### config.mk
export PLATFORM = sky130hd
export DESIGN_NAME = clock_init_sequence
export DESIGN_NICKNAME = d
export VERILOG_FILES = /design/src/clk_init_pkg.sv /design/src/reg_write_port.sv /design/src/wait_timer.sv /design/src/clock_init_sequence.sv
export SDC_FILE = /design/constraint.sdc
export NUM_CORES = 1
export LEC_CHECK = 0
export BUFFER_PORTS_ARGS = -buffer_cell sky130_fd_sc_hd__buf_2
export CORE_ASPECT_RATIO = 0.9
export CORE_UTILIZATION = 35
export DETAILED_ROUTE_END_ITERATION = 10
export GPL_TIMING_DRIVEN = 0
export MAX_ROUTING_LAYER = met4
export PLACE_DENSITY_LB_ADDON = 0.3
export SYNTH_ARGS = -nofsm -noshare
export SYNTH_HDL_FRONTEND = slang
export SYNTH_SLANG_ARGS = --single-unit
export TNS_END_PERCENT = 50
### constraint.sdc
create_clock -name mclk -period 2.35 [get_ports mclk]
set_clock_uncertainty 0.15 [all_clocks]
set_input_delay 0.235 -clock mclk [delete_from_list [all_inputs] [get_ports mclk]]
set_output_delay 0.235 -clock mclk [all_outputs]
set_load 0.02 [all_outputs]
### src/clk_init_pkg.sv
package clk_init_pkg;

   // ==========================================================
   // Device-side port widths and wait timer width
   localparam int ADDR_W = 8;
   localparam int DATA_W = 32;
   localparam int TIMER_W = 32;

   // ==========================================================
   // Register offsets in the device's register window
   localparam logic [7:0] REGULATOR_CONTROL_REG = 8'h00;
   localparam logic [7:0] SUB_OSC_CONTROL = 8'h04;
   localparam logic [7:0] SUB_DRIVE_CONTROL = 8'h08;
   localparam logic [7:0] SUB_OSC_WAIT_CONTROL = 8'h0C;
   localparam logic [7:0] MAIN_DRIVE_CONTROL = 8'h10;
   localparam logic [7:0] MAIN_OSC_WAIT_CONTROL = 8'h14;
   localparam logic [7:0] MAIN_OSC_CONTROL = 8'h18;
   localparam logic [7:0] PLL_CONTROL = 8'h1C;
   localparam logic [7:0] PLL_WAIT_CONTROL = 8'h20;
   localparam logic [7:0] PLL_OSC_CONTROL = 8'h24;
   localparam logic [7:0] PLL_POWER_CONTROL = 8'h28;
   localparam logic [7:0] FAST_FREQ_CONTROL = 8'h2C;
   localparam logic [7:0] FAST_OSC_WAIT_CONTROL = 8'h30;
   localparam logic [7:0] FAST_OSC_CONTROL = 8'h34;
   localparam logic [7:0] FAST_POWER_CONTROL = 8'h38;
   localparam logic [7:0] POWER_MODE_CONTROL = 8'h3C;
   localparam logic [7:0] DIVIDER_CONTROL = 8'h40;
   localparam logic [7:0] SYS_SOURCE_CONTROL = 8'h44;

   // ==========================================================
   // Written values
   localparam logic [31:0] REGULATOR_PRESET = 32'h0000_0000;
   localparam logic [31:0] OSC_RUN = 32'h0000_0000;
   localparam logic [31:0] OSC_STOP = 32'h0000_0001;
   localparam logic [31:0] POWER_OFF = 32'h0000_0001;
   localparam int MAIN_WAIT_W = 5;
   localparam logic [4:0] MAIN_WAIT_REF = 5'h0D;
   localparam logic [3:0] DIV_BY_2 = 4'h1;
   localparam logic [3:0] DIV_BY_4 = 4'h2;

   // ==========================================================
   // Software stabilization waits, ns, and their cycle counts
   localparam longint MCLK_PERIOD_NS = 40;
   localparam longint MAIN_SOFT_WAIT_NS = 13107200;
   localparam longint SUB_SOFT_WAIT_NS = 64'h0000_0000_EE6B_2800;
   localparam longint PLL_SOFT_WAIT_NS = 1500000;
   localparam longint FAST_SOFT_WAIT_NS = 350000;
   localparam longint MAIN_SOFT_WAIT_CYC = (MAIN_SOFT_WAIT_NS + MCLK_PERIOD_NS - 1) / MCLK_PERIOD_NS;
   localparam longint SUB_SOFT_WAIT_CYC = (SUB_SOFT_WAIT_NS + MCLK_PERIOD_NS - 1) / MCLK_PERIOD_NS;
   localparam longint PLL_SOFT_WAIT_CYC = (PLL_SOFT_WAIT_NS + MCLK_PERIOD_NS - 1) / MCLK_PERIOD_NS;
   localparam longint FAST_SOFT_WAIT_CYC = (FAST_SOFT_WAIT_NS + MCLK_PERIOD_NS - 1) / MCLK_PERIOD_NS;

   // ==========================================================
   // Types
   typedef enum logic [1:0] {CHIP_A, CHIP_B, CHIP_C} chip_ver_t;
   typedef enum logic [1:0] {SRC_FAST_OSC, SRC_SUB, SRC_MAIN, SRC_PLL} sys_src_t;

   typedef struct packed {
      logic [3:0] core;
      logic [3:0] fast_periph;
      logic [3:0] slow_periph;
      logic [3:0] bus;
      logic [3:0] flash;
   } divider_t;

   localparam divider_t DIV_REF = '{DIV_BY_2, DIV_BY_2, DIV_BY_4, DIV_BY_4, DIV_BY_4};

   typedef struct packed {
      logic use_sub;
      logic use_main;
      logic use_pll;
      logic use_fast;
      chip_ver_t chip;
      logic [7:0] sub_drive;
      logic [7:0] sub_wait;
      logic [7:0] main_drive;
      logic [4:0] main_wait;
      logic [15:0] pll_ctrl;
      logic [7:0] pll_wait;
      logic [7:0] fast_freq;
      logic [7:0] fast_wait;
      logic [7:0] power_mode;
      divider_t div;
      sys_src_t src;
   } cfg_t;

   typedef struct packed {
      logic [7:0] addr;
      logic [31:0] data;
   } wr_t;

   typedef enum logic [4:0] {
      ST_IDLE, ST_VR, ST_SUB_INIT, ST_SUB_DRIVE, ST_SUB_WAITREG, ST_SUB_EN, ST_SUB_SW_WAIT,
      ST_MAIN_DRIVE, ST_MAIN_WAITREG, ST_MAIN_EN, ST_MAIN_SW_WAIT,
      ST_PLL_CTRL, ST_PLL_WAITREG, ST_PLL_EN, ST_PLL_SW_WAIT, ST_PLL_OFF,
      ST_FAST_FREQ, ST_FAST_WAITREG, ST_FAST_EN, ST_FAST_SW_WAIT, ST_FAST_OFF,
      ST_POWER_MODE, ST_DIVIDERS, ST_SWITCH
   } st_t;

endpackage : clk_init_pkg

### src/reg_write_port.sv
`timescale 1ns/10ps
module reg_write_port
(
   // Clock and reset
   input wire logic mclk,
   input wire logic rst_b,
   // Request from sequencer
   input wire logic req,
   input wire clk_init_pkg::wr_t cmd,
   output logic done,
   // Device register port
   output logic [7:0] dev_addr,
   output logic [31:0] dev_wdata,
   output logic dev_wr,
   input wire logic dev_ack
);

   logic [7:0] next_dev_addr;
   logic [31:0] next_dev_wdata;
   logic next_dev_wr;
   logic next_done;

   // ==========================================================
   // Hold a write until the device acknowledges it
   always_comb
   begin
      next_dev_addr = dev_addr;
      next_dev_wdata = dev_wdata;
      next_dev_wr = dev_wr;
      next_done = 1'b0;
      if (dev_wr)
      begin
         if (dev_ack)
         begin
            next_dev_wr = 1'b0;
            next_done = 1'b1;
         end
      end
      else if (req)
      begin
         next_dev_addr = cmd.addr;
         next_dev_wdata = cmd.data;
         next_dev_wr = 1'b1;
      end
   end

   // Registers
   always_ff @(posedge mclk or negedge rst_b)
   begin
      if (!rst_b)
      begin
         dev_addr <= 8'h00;
         dev_wdata <= 32'h0000_0000;
         dev_wr <= 1'b0;
         done <= 1'b0;
      end
      else
      begin
         dev_addr <= next_dev_addr;
         dev_wdata <= next_dev_wdata;
         dev_wr <= next_dev_wr;
         done <= next_done;
      end
   end

endmodule : reg_write_port

### src/wait_timer.sv
`timescale 1ns/10ps
module wait_timer
#(
   parameter int W = 32
)
(
   // Clock and reset
   input wire logic mclk,
   input wire logic rst_b,
   // Control
   input wire logic start,
   input wire logic [W-1:0] load,
   output logic done
);

   logic [W-1:0] cnt;
   logic run;
   logic [W-1:0] next_cnt;
   logic next_run;
   logic next_done;

   // ==========================================================
   // Count down a loaded number of cycles, pulse at the end
   always_comb
   begin
      next_cnt = cnt;
      next_run = run;
      next_done = 1'b0;
      if (start)
      begin
         next_cnt = load;
         next_run = 1'b1;
      end
      else if (run)
      begin
         if (cnt <= {{(W-1){1'b0}}, 1'b1})
         begin
            next_run = 1'b0;
            next_done = 1'b1;
         end
         else
         begin
            next_cnt = cnt - {{(W-1){1'b0}}, 1'b1};
         end
      end
   end

   // Registers
   always_ff @(posedge mclk or negedge rst_b)
   begin
      if (!rst_b)
      begin
         cnt <= '0;
         run <= 1'b0;
         done <= 1'b0;
      end
      else
      begin
         cnt <= next_cnt;
         run <= next_run;
         done <= next_done;
      end
   end

endmodule : wait_timer

### src/clock_init_sequence.sv
`timescale 1ns/10ps
module clock_init_sequence
#(
   parameter logic [31:0] MAIN_WAIT_CYC = 32'(clk_init_pkg::MAIN_SOFT_WAIT_CYC),
   parameter logic [31:0] SUB_WAIT_CYC = 32'(clk_init_pkg::SUB_SOFT_WAIT_CYC),
   parameter logic [31:0] PLL_WAIT_CYC = 32'(clk_init_pkg::PLL_SOFT_WAIT_CYC),
   parameter logic [31:0] FAST_WAIT_CYC = 32'(clk_init_pkg::FAST_SOFT_WAIT_CYC)
)
(
   // Clock and reset
   input wire logic mclk,
   input wire logic rst_b,
   // User command
   input wire logic start,
   input wire clk_init_pkg::cfg_t cfg,
   // User status
   output logic busy,
   output logic done,
   output logic err,
   // Device register port
   output logic [7:0] dev_addr,
   output logic [31:0] dev_wdata,
   output logic dev_wr,
   input wire logic dev_ack
);

   clk_init_pkg::st_t st;
   clk_init_pkg::st_t next_st;
   clk_init_pkg::cfg_t cfg_q;
   clk_init_pkg::cfg_t next_cfg_q;
   clk_init_pkg::wr_t cmd;
   clk_init_pkg::wr_t next_cmd;
   logic wr_req;
   logic next_wr_req;
   logic wr_pend;
   logic next_wr_pend;
   logic wr_done;
   logic tm_start;
   logic next_tm_start;
   logic [31:0] tm_load;
   logic [31:0] next_tm_load;
   logic tm_pend;
   logic next_tm_pend;
   logic tm_done;
   logic next_busy;
   logic next_done;
   logic next_err;

   // ==========================================================
   // Step selection helpers
   function automatic clk_init_pkg::st_t fast_entry(input clk_init_pkg::cfg_t c);
      fast_entry = c.use_fast ? clk_init_pkg::ST_FAST_FREQ : clk_init_pkg::ST_FAST_OFF;
   endfunction : fast_entry

   function automatic clk_init_pkg::st_t pll_entry(input clk_init_pkg::cfg_t c);
      if (c.use_pll)
         pll_entry = clk_init_pkg::ST_PLL_CTRL;
      else if (c.chip == clk_init_pkg::CHIP_B)
         pll_entry = clk_init_pkg::ST_PLL_OFF;
      else
         pll_entry = fast_entry(c);
   endfunction : pll_entry

   function automatic clk_init_pkg::st_t main_entry(input clk_init_pkg::cfg_t c);
      main_entry = c.use_main ? clk_init_pkg::ST_MAIN_DRIVE : pll_entry(c);
   endfunction : main_entry

   // Successor of a finished step
   function automatic clk_init_pkg::st_t succ(input clk_init_pkg::st_t s,
                                              input clk_init_pkg::cfg_t c);
      case (s)
         clk_init_pkg::ST_VR: succ = clk_init_pkg::ST_SUB_INIT;
         clk_init_pkg::ST_SUB_INIT: succ = c.use_sub ? clk_init_pkg::ST_SUB_DRIVE : main_entry(c);
         clk_init_pkg::ST_SUB_DRIVE: succ = clk_init_pkg::ST_SUB_WAITREG;
         clk_init_pkg::ST_SUB_WAITREG: succ = clk_init_pkg::ST_SUB_EN;
         clk_init_pkg::ST_SUB_EN: succ = clk_init_pkg::ST_SUB_SW_WAIT;
         clk_init_pkg::ST_SUB_SW_WAIT: succ = main_entry(c);
         clk_init_pkg::ST_MAIN_DRIVE: succ = clk_init_pkg::ST_MAIN_WAITREG;
         clk_init_pkg::ST_MAIN_WAITREG: succ = clk_init_pkg::ST_MAIN_EN;
         clk_init_pkg::ST_MAIN_EN: succ = clk_init_pkg::ST_MAIN_SW_WAIT;
         clk_init_pkg::ST_MAIN_SW_WAIT: succ = pll_entry(c);
         clk_init_pkg::ST_PLL_CTRL: succ = clk_init_pkg::ST_PLL_WAITREG;
         clk_init_pkg::ST_PLL_WAITREG: succ = clk_init_pkg::ST_PLL_EN;
         clk_init_pkg::ST_PLL_EN: succ = clk_init_pkg::ST_PLL_SW_WAIT;
         clk_init_pkg::ST_PLL_SW_WAIT: succ = fast_entry(c);
         clk_init_pkg::ST_PLL_OFF: succ = fast_entry(c);
         clk_init_pkg::ST_FAST_FREQ: succ = clk_init_pkg::ST_FAST_WAITREG;
         clk_init_pkg::ST_FAST_WAITREG: succ = clk_init_pkg::ST_FAST_EN;
         clk_init_pkg::ST_FAST_EN: succ = clk_init_pkg::ST_FAST_SW_WAIT;
         clk_init_pkg::ST_FAST_SW_WAIT: succ = clk_init_pkg::ST_POWER_MODE;
         clk_init_pkg::ST_FAST_OFF: succ = clk_init_pkg::ST_POWER_MODE;
         clk_init_pkg::ST_POWER_MODE: succ = clk_init_pkg::ST_DIVIDERS;
         clk_init_pkg::ST_DIVIDERS: succ = clk_init_pkg::ST_SWITCH;
         default: succ = clk_init_pkg::ST_IDLE;
      endcase
   endfunction : succ

   // Software wait length of a step, zero for write steps
   function automatic logic [31:0] wait_of(input clk_init_pkg::st_t s);
      case (s)
         clk_init_pkg::ST_SUB_SW_WAIT: wait_of = SUB_WAIT_CYC;
         clk_init_pkg::ST_MAIN_SW_WAIT: wait_of = MAIN_WAIT_CYC;
         clk_init_pkg::ST_PLL_SW_WAIT: wait_of = PLL_WAIT_CYC;
         clk_init_pkg::ST_FAST_SW_WAIT: wait_of = FAST_WAIT_CYC;
         default: wait_of = 32'h0000_0000;
      endcase
   endfunction : wait_of

   // Register write belonging to a step
   function automatic clk_init_pkg::wr_t wr_of(input clk_init_pkg::st_t s,
                                               input clk_init_pkg::cfg_t c);
      wr_of.addr = 8'h00;
      wr_of.data = 32'h0000_0000;
      case (s)
         clk_init_pkg::ST_VR:
            wr_of = '{clk_init_pkg::REGULATOR_CONTROL_REG, clk_init_pkg::REGULATOR_PRESET};
         clk_init_pkg::ST_SUB_INIT:
            wr_of = '{clk_init_pkg::SUB_OSC_CONTROL, clk_init_pkg::OSC_STOP};
         clk_init_pkg::ST_SUB_DRIVE:
            wr_of = '{clk_init_pkg::SUB_DRIVE_CONTROL, {24'h000000, c.sub_drive}};
         clk_init_pkg::ST_SUB_WAITREG:
            wr_of = '{clk_init_pkg::SUB_OSC_WAIT_CONTROL, {24'h000000, c.sub_wait}};
         clk_init_pkg::ST_SUB_EN:
            wr_of = '{clk_init_pkg::SUB_OSC_CONTROL, clk_init_pkg::OSC_RUN};
         clk_init_pkg::ST_MAIN_DRIVE:
            wr_of = '{clk_init_pkg::MAIN_DRIVE_CONTROL, {24'h000000, c.main_drive}};
         clk_init_pkg::ST_MAIN_WAITREG:
            wr_of = '{clk_init_pkg::MAIN_OSC_WAIT_CONTROL, {27'h0, c.main_wait}};
         clk_init_pkg::ST_MAIN_EN:
            wr_of = '{clk_init_pkg::MAIN_OSC_CONTROL, clk_init_pkg::OSC_RUN};
         clk_init_pkg::ST_PLL_CTRL:
            wr_of = '{clk_init_pkg::PLL_CONTROL, {16'h0000, c.pll_ctrl}};
         clk_init_pkg::ST_PLL_WAITREG:
            wr_of = '{clk_init_pkg::PLL_WAIT_CONTROL, {24'h000000, c.pll_wait}};
         clk_init_pkg::ST_PLL_EN:
            wr_of = '{clk_init_pkg::PLL_OSC_CONTROL, clk_init_pkg::OSC_RUN};
         clk_init_pkg::ST_PLL_OFF:
            wr_of = '{clk_init_pkg::PLL_POWER_CONTROL, clk_init_pkg::POWER_OFF};
         clk_init_pkg::ST_FAST_FREQ:
            wr_of = '{clk_init_pkg::FAST_FREQ_CONTROL, {24'h000000, c.fast_freq}};
         clk_init_pkg::ST_FAST_WAITREG:
            wr_of = '{clk_init_pkg::FAST_OSC_WAIT_CONTROL, {24'h000000, c.fast_wait}};
         clk_init_pkg::ST_FAST_EN:
            wr_of = '{clk_init_pkg::FAST_OSC_CONTROL, clk_init_pkg::OSC_RUN};
         clk_init_pkg::ST_FAST_OFF:
            wr_of = '{clk_init_pkg::FAST_POWER_CONTROL, clk_init_pkg::POWER_OFF};
         clk_init_pkg::ST_POWER_MODE:
            wr_of = '{clk_init_pkg::POWER_MODE_CONTROL, {24'h000000, c.power_mode}};
         clk_init_pkg::ST_DIVIDERS:
            wr_of = '{clk_init_pkg::DIVIDER_CONTROL, {12'h000, c.div}};
         clk_init_pkg::ST_SWITCH:
            wr_of = '{clk_init_pkg::SYS_SOURCE_CONTROL, {30'h0, c.src}};
         default:
            wr_of = '{8'h00, 32'h0000_0000};
      endcase
   endfunction : wr_of

   // Requested source has been started and waited for
   function automatic logic src_ready(input clk_init_pkg::cfg_t c);
      case (c.src)
         clk_init_pkg::SRC_PLL: src_ready = c.use_pll & c.use_main;
         clk_init_pkg::SRC_MAIN: src_ready = c.use_main;
         clk_init_pkg::SRC_SUB: src_ready = c.use_sub;
         default: src_ready = c.use_fast;
      endcase
   endfunction : src_ready

   // ==========================================================
   // Sequencer next state
   always_comb
   begin
      next_st = st;
      next_cfg_q = cfg_q;
      next_cmd = cmd;
      next_wr_req = 1'b0;
      next_wr_pend = wr_pend;
      next_tm_start = 1'b0;
      next_tm_load = tm_load;
      next_tm_pend = tm_pend;
      next_busy = busy;
      next_done = done;
      next_err = err;
      case (st)
         clk_init_pkg::ST_IDLE:
         begin
            if (start)
            begin
               next_cfg_q = cfg;
               next_st = clk_init_pkg::ST_VR;
               next_busy = 1'b1;
               next_done = 1'b0;
               next_err = 1'b0;
            end
         end
         default:
         begin
            if (wait_of(st) != 32'h0000_0000)
            begin
               // Software stabilization wait
               if (!tm_pend)
               begin
                  next_tm_start = 1'b1;
                  next_tm_load = wait_of(st);
                  next_tm_pend = 1'b1;
               end
               else if (tm_done)
               begin
                  next_tm_pend = 1'b0;
                  next_st = succ(st, cfg_q);
               end
            end
            else if (st == clk_init_pkg::ST_SWITCH && !src_ready(cfg_q))
            begin
               // Source not started: refuse the switch
               next_err = 1'b1;
               next_busy = 1'b0;
               next_done = 1'b1;
               next_st = clk_init_pkg::ST_IDLE;
            end
            else if (!wr_pend)
            begin
               next_cmd = wr_of(st, cfg_q);
               next_wr_req = 1'b1;
               next_wr_pend = 1'b1;
            end
            else if (wr_done)
            begin
               next_wr_pend = 1'b0;
               next_st = succ(st, cfg_q);
               if (st == clk_init_pkg::ST_SWITCH)
               begin
                  next_busy = 1'b0;
                  next_done = 1'b1;
               end
            end
         end
      endcase
   end

   // Sequencer registers
   always_ff @(posedge mclk or negedge rst_b)
   begin
      if (!rst_b)
      begin
         st <= clk_init_pkg::ST_IDLE;
         cfg_q <= '0;
         cmd <= '0;
         wr_req <= 1'b0;
         wr_pend <= 1'b0;
         tm_start <= 1'b0;
         tm_load <= 32'h0000_0000;
         tm_pend <= 1'b0;
         busy <= 1'b0;
         done <= 1'b0;
         err <= 1'b0;
      end
      else
      begin
         st <= next_st;
         cfg_q <= next_cfg_q;
         cmd <= next_cmd;
         wr_req <= next_wr_req;
         wr_pend <= next_wr_pend;
         tm_start <= next_tm_start;
         tm_load <= next_tm_load;
         tm_pend <= next_tm_pend;
         busy <= next_busy;
         done <= next_done;
         err <= next_err;
      end
   end

   // ==========================================================
   // Register write engine and wait timer
   reg_write_port reg_write_port_inst
   (
      .mclk(mclk),
      .rst_b(rst_b),
      .req(wr_req),
      .cmd(cmd),
      .done(wr_done),
      .dev_addr(dev_addr),
      .dev_wdata(dev_wdata),
      .dev_wr(dev_wr),
      .dev_ack(dev_ack)
   );

   wait_timer #(.W(clk_init_pkg::TIMER_W)) wait_timer_inst
   (
      .mclk(mclk),
      .rst_b(rst_b),
      .start(tm_start),
      .load(tm_load),
      .done(tm_done)
   );

endmodule : clock_init_sequence

==> flow_metrics.py <==
metrics = {
    "status": {
        "outcome": "complete, but fails checks",
        "violations": "setup timing",
    },
    "hold_path": {
        "hp-start": "start",
        "hold_class": "input port to flop",
    },
    "clock_tree": {
        "cts_root_buf": "clkbuf_16",
        "clock_latency_ps": 520,
        "clock-sinks": 210,
        "clkTransAtPathRegs_ps": 60,
        "cts_made_buffers": 24,
        "cts_buffer_depth": 3,
        "cts_tree": "yes",
        "htree_levels": 1,
    },
    "worst_setup_path": {
        "arrival_ps": 2770,
        "cp_max_fo": 4,
        "cp-startpoint": "wait_timer_inst.cnt[8]",
        "path_class": "flop to flop",
        "critical_path_required_ps": 2650,
        "critPathCaptureType": "flop",
        "reg2reg_from": "wait_timer_inst.cnt[8]",
        "startpoint_type": "flop",
    },
    "synthesis": {
        "synth.distinct_cells": 72,
        "postSynth.asyncResetShare": 1.00,
        "synthTopCellsByArea": "dfrtp_1 54%, mux2_2 17%, a22oi_1 2.2%, nor2_1 1.9%, o21ai_0 1.6%",
        "synth_top_cell_area_share": 0.540,
        "synth-seq-cells": 210,
        "synth_top_flop_cell": "dfrtp_1",
        "synth-edff-count": 0,
        "seq_area_frac_synth": 0.540,
        "syn-instance-count": 818,
        "syn-cell-area_um2": 9730,
        "yosys_warnings": 0,
        "yosys.area.top_type": "dfrtp_1",
        "avgSynthCellArea_um2": 11.9,
    },
    "pwr": {
        "swShare": 0.358,
        "p_int_mw": 10.6,
        "seqPwrFrac": 0.375,
        "power_leakage_nw": 6.18,
        "ir_drop_mv": 0.596,
        "powerDensity_nw_per_um2": 1210,
        "comb_power_share": 0.380,
        "switching_power_mw": 5.92,
        "clkPwrFrac": 0.245,
    },
    "placed_design": {
        "dpl.cell_count": 1324,
        "dp_hpwl_mm": 18.6,
        "place_area_um2": 11000,
        "portBuffers": 137,
        "dp_slack_ps": -494,
        "gp_congestion": 0.862,
    },
    "floorplan": {
        "core_um2": 27200,
        "die_w_um": 178,
        "die_h_um": 160,
        "die_area_um2": 28500,
        "ios": 153,
        "start_util": 0.358,
        "row_count": 57,
    },
    "global_routing": {
        "grt_max_degree": 119,
        "grt_pass1_vias": 8007,
        "grt-ovfl-total": 0,
        "grt_use_total": 0.209,
        "antenna_found_initial": 2,
        "grt_pass1_wl_mm": 44.9,
    },
    "timing": {
        "fmax_mhz": 405,
        "hold_violations": 0,
        "worst_slew_pin_slew_ps": 744,
        "rsz0062_at_grt": "true",
        "relSlewSlack": 0.504,
        "holdWs_ps": 44.9,
        "worst_slack_ps": -118,
        "drv_slew": 0,
        "setup_viol": 23,
        "tns_ps": -1090,
        "post-route-min-period_ps": 2470,
        "timing.final.crit_share": 1.05,
    },
    "routing": {
        "via_per_inst": 5.20,
        "wl_mm": 28.7,
        "vias": 7872,
        "wl_per_cell_um": 19.0,
        "ant_nets": 0,
        "drt_pass1_iterations": 5,
        "drcViolationCount": 0,
        "drt-initial-drc-count": 495,
    },
    "final_layout": {
        "syn_to_final_growth_pct": 40.0,
        "fin_area_um2": 13600,
        "mostFrequentLayoutCell": "dfrtp_1",
        "drive_gt1_frac": 0.410,
        "final_cells": 1515,
        "final_cell_mix": "208 x dfrtp_1, 140 x mux2_2, 138 x buf_2, 107 x dlygate4sd3_1, 53 x buf_4",
        "nets": 1252,
    },
    "flow_run": {
        "drv_cap": 0,
    },
}
==> stage by stage <==
stage           util  power, mW
2_1_floorplan      -       9.66
3_3_place_gp   0.402       11.3
3_5_place_dp   0.404       11.4
4_1_cts        0.490       16.1
5_1_grt        0.501       17.5
6_report       0.501       16.5
==> routing by layer <==
layer / GRT usage / up-vias / part of all wire
met2: 0.313 / 253 / 0.46
li1: - / 3636 / -
met3: 0.0321 / 45 / 0.055
met1: 0.297 / 3938 / 0.46
met5: - / - / 0
met4: 0.0462 / 0 / 0.020
==> critical path, cell delays in order (launching register included) <==
cell and delay [ps]:
dfrtp_2 430, or4_4 580, nor3b_4 260, nand4_1 180, buf_4 190, o21ai_4 180, mux2_4 320, o21ai_2 100
==> power by group through the flow <==
stage               registers (mW)  clock network [mW]  logic [mW]
CTS                           6.11                4.13        5.87
global route                  6.38                4.28        6.82
global placement              6.09                   0        5.17
floorplan                     6.02                   0        3.64
finish                        6.19                4.05        6.29
detailed placement            6.14                   0        5.25
==> Yosys cell counts (4+ instances only) <==
| cell | number |
|---|---|
| dfrtp_1 | 210 |
| mux2_2 | 144 |
| nor2_1 | 48 |
| nand2_1 | 39 |
| o21ai_0 | 32 |
| a22oi_1 | 28 |
| clkbuf_1 | 28 |
| a21oi_1 | 26 |
| nor3_1 | 19 |
| nand3_1 | 17 |
| buf_4 | 15 |
| nand2b_1 | 14 |
| a22o_1 | 12 |
| inv_1 | 11 |
| xor2_1 | 11 |
| a31oi_1 | 9 |
| nor4_1 | 9 |
| xnor2_1 | 9 |
| a21boi_0 | 8 |
| buf_2 | 7 |
| or3_1 | 7 |
| a221oi_1 | 6 |
| nand4_1 | 6 |
| nor2b_1 | 6 |
| a32o_1 | 5 |
| and2_1 | 5 |
| buf_1 | 5 |
| o31ai_1 | 5 |
| or2_2 | 5 |
| nand3b_1 | 4 |
| o21a_1 | 4 |
| o21ai_1 | 4 |
| or4_1 | 4 |
==> cell families after synthesis <==
group | after synthesis | synth area share
DFF | 210 | 0.540
and+or+nand+nor | 199 | 0.110
AOI/OAI and AO/OA | 169 | 0.122
muxes | 148 | 0.171
buffers and inverters | 69 | 0.0356
xor gates and xnor gates | 20 | 0.0180
adders and majority gates | 2 | 0.00257
other | 1 | 0.000385
==> area by class of cell <==
class | instances | area [µm²]
sequential | 210 | 5260
fill | 2387 | 13600
antenna | 2 | 5.00
clock inverter | 10 | 156
clock buffer | 34 | 709
buffer | 57 | 377
timing repair buffer | 283 | 2090
tap | 354 | 443
inverter | 11 | 45.0
multi-input combinational | 554 | 4530
==> registers in the layout (all words and copies together), names as in the netlist, 5 cells and up <==
name,flops
reg_write_port_inst.dev_addr,5
reg_write_port_inst.dev_wdata,20
wait_timer_inst.cnt,32
st,5
tm_load,7
cmd,25
cfg_q,105
==> final timing paths <==
kind / slack (ps) / depth (start not counted) / to
setup / recovery: -120 / 7 / wait_timer_inst.cnt[1]
hold / removal: 40 / 3 / st[4]
setup reg to reg: -120 / 7 / wait_timer_inst.cnt[1]
hold reg to reg: 330 / 2 / cmd[12]
max in group asynchronous: 840 / 3 / cfg_q[71]
min in group asynchronous: 150 / 2 / wait_timer_inst.cnt[24]
==> what timing repair did <==
item                                    in CTS  in global routing
hold endpoints to repair                   199                  0
endpoints found under the setup margin     162                102
hold buffers                               107                  0
pin swaps                                   23                 28
gates resized for setup                     76                 46
buffers inserted                            18                 20
cloned                                       1                  0
No activity file was read; power rests on OpenSTA's default activity.
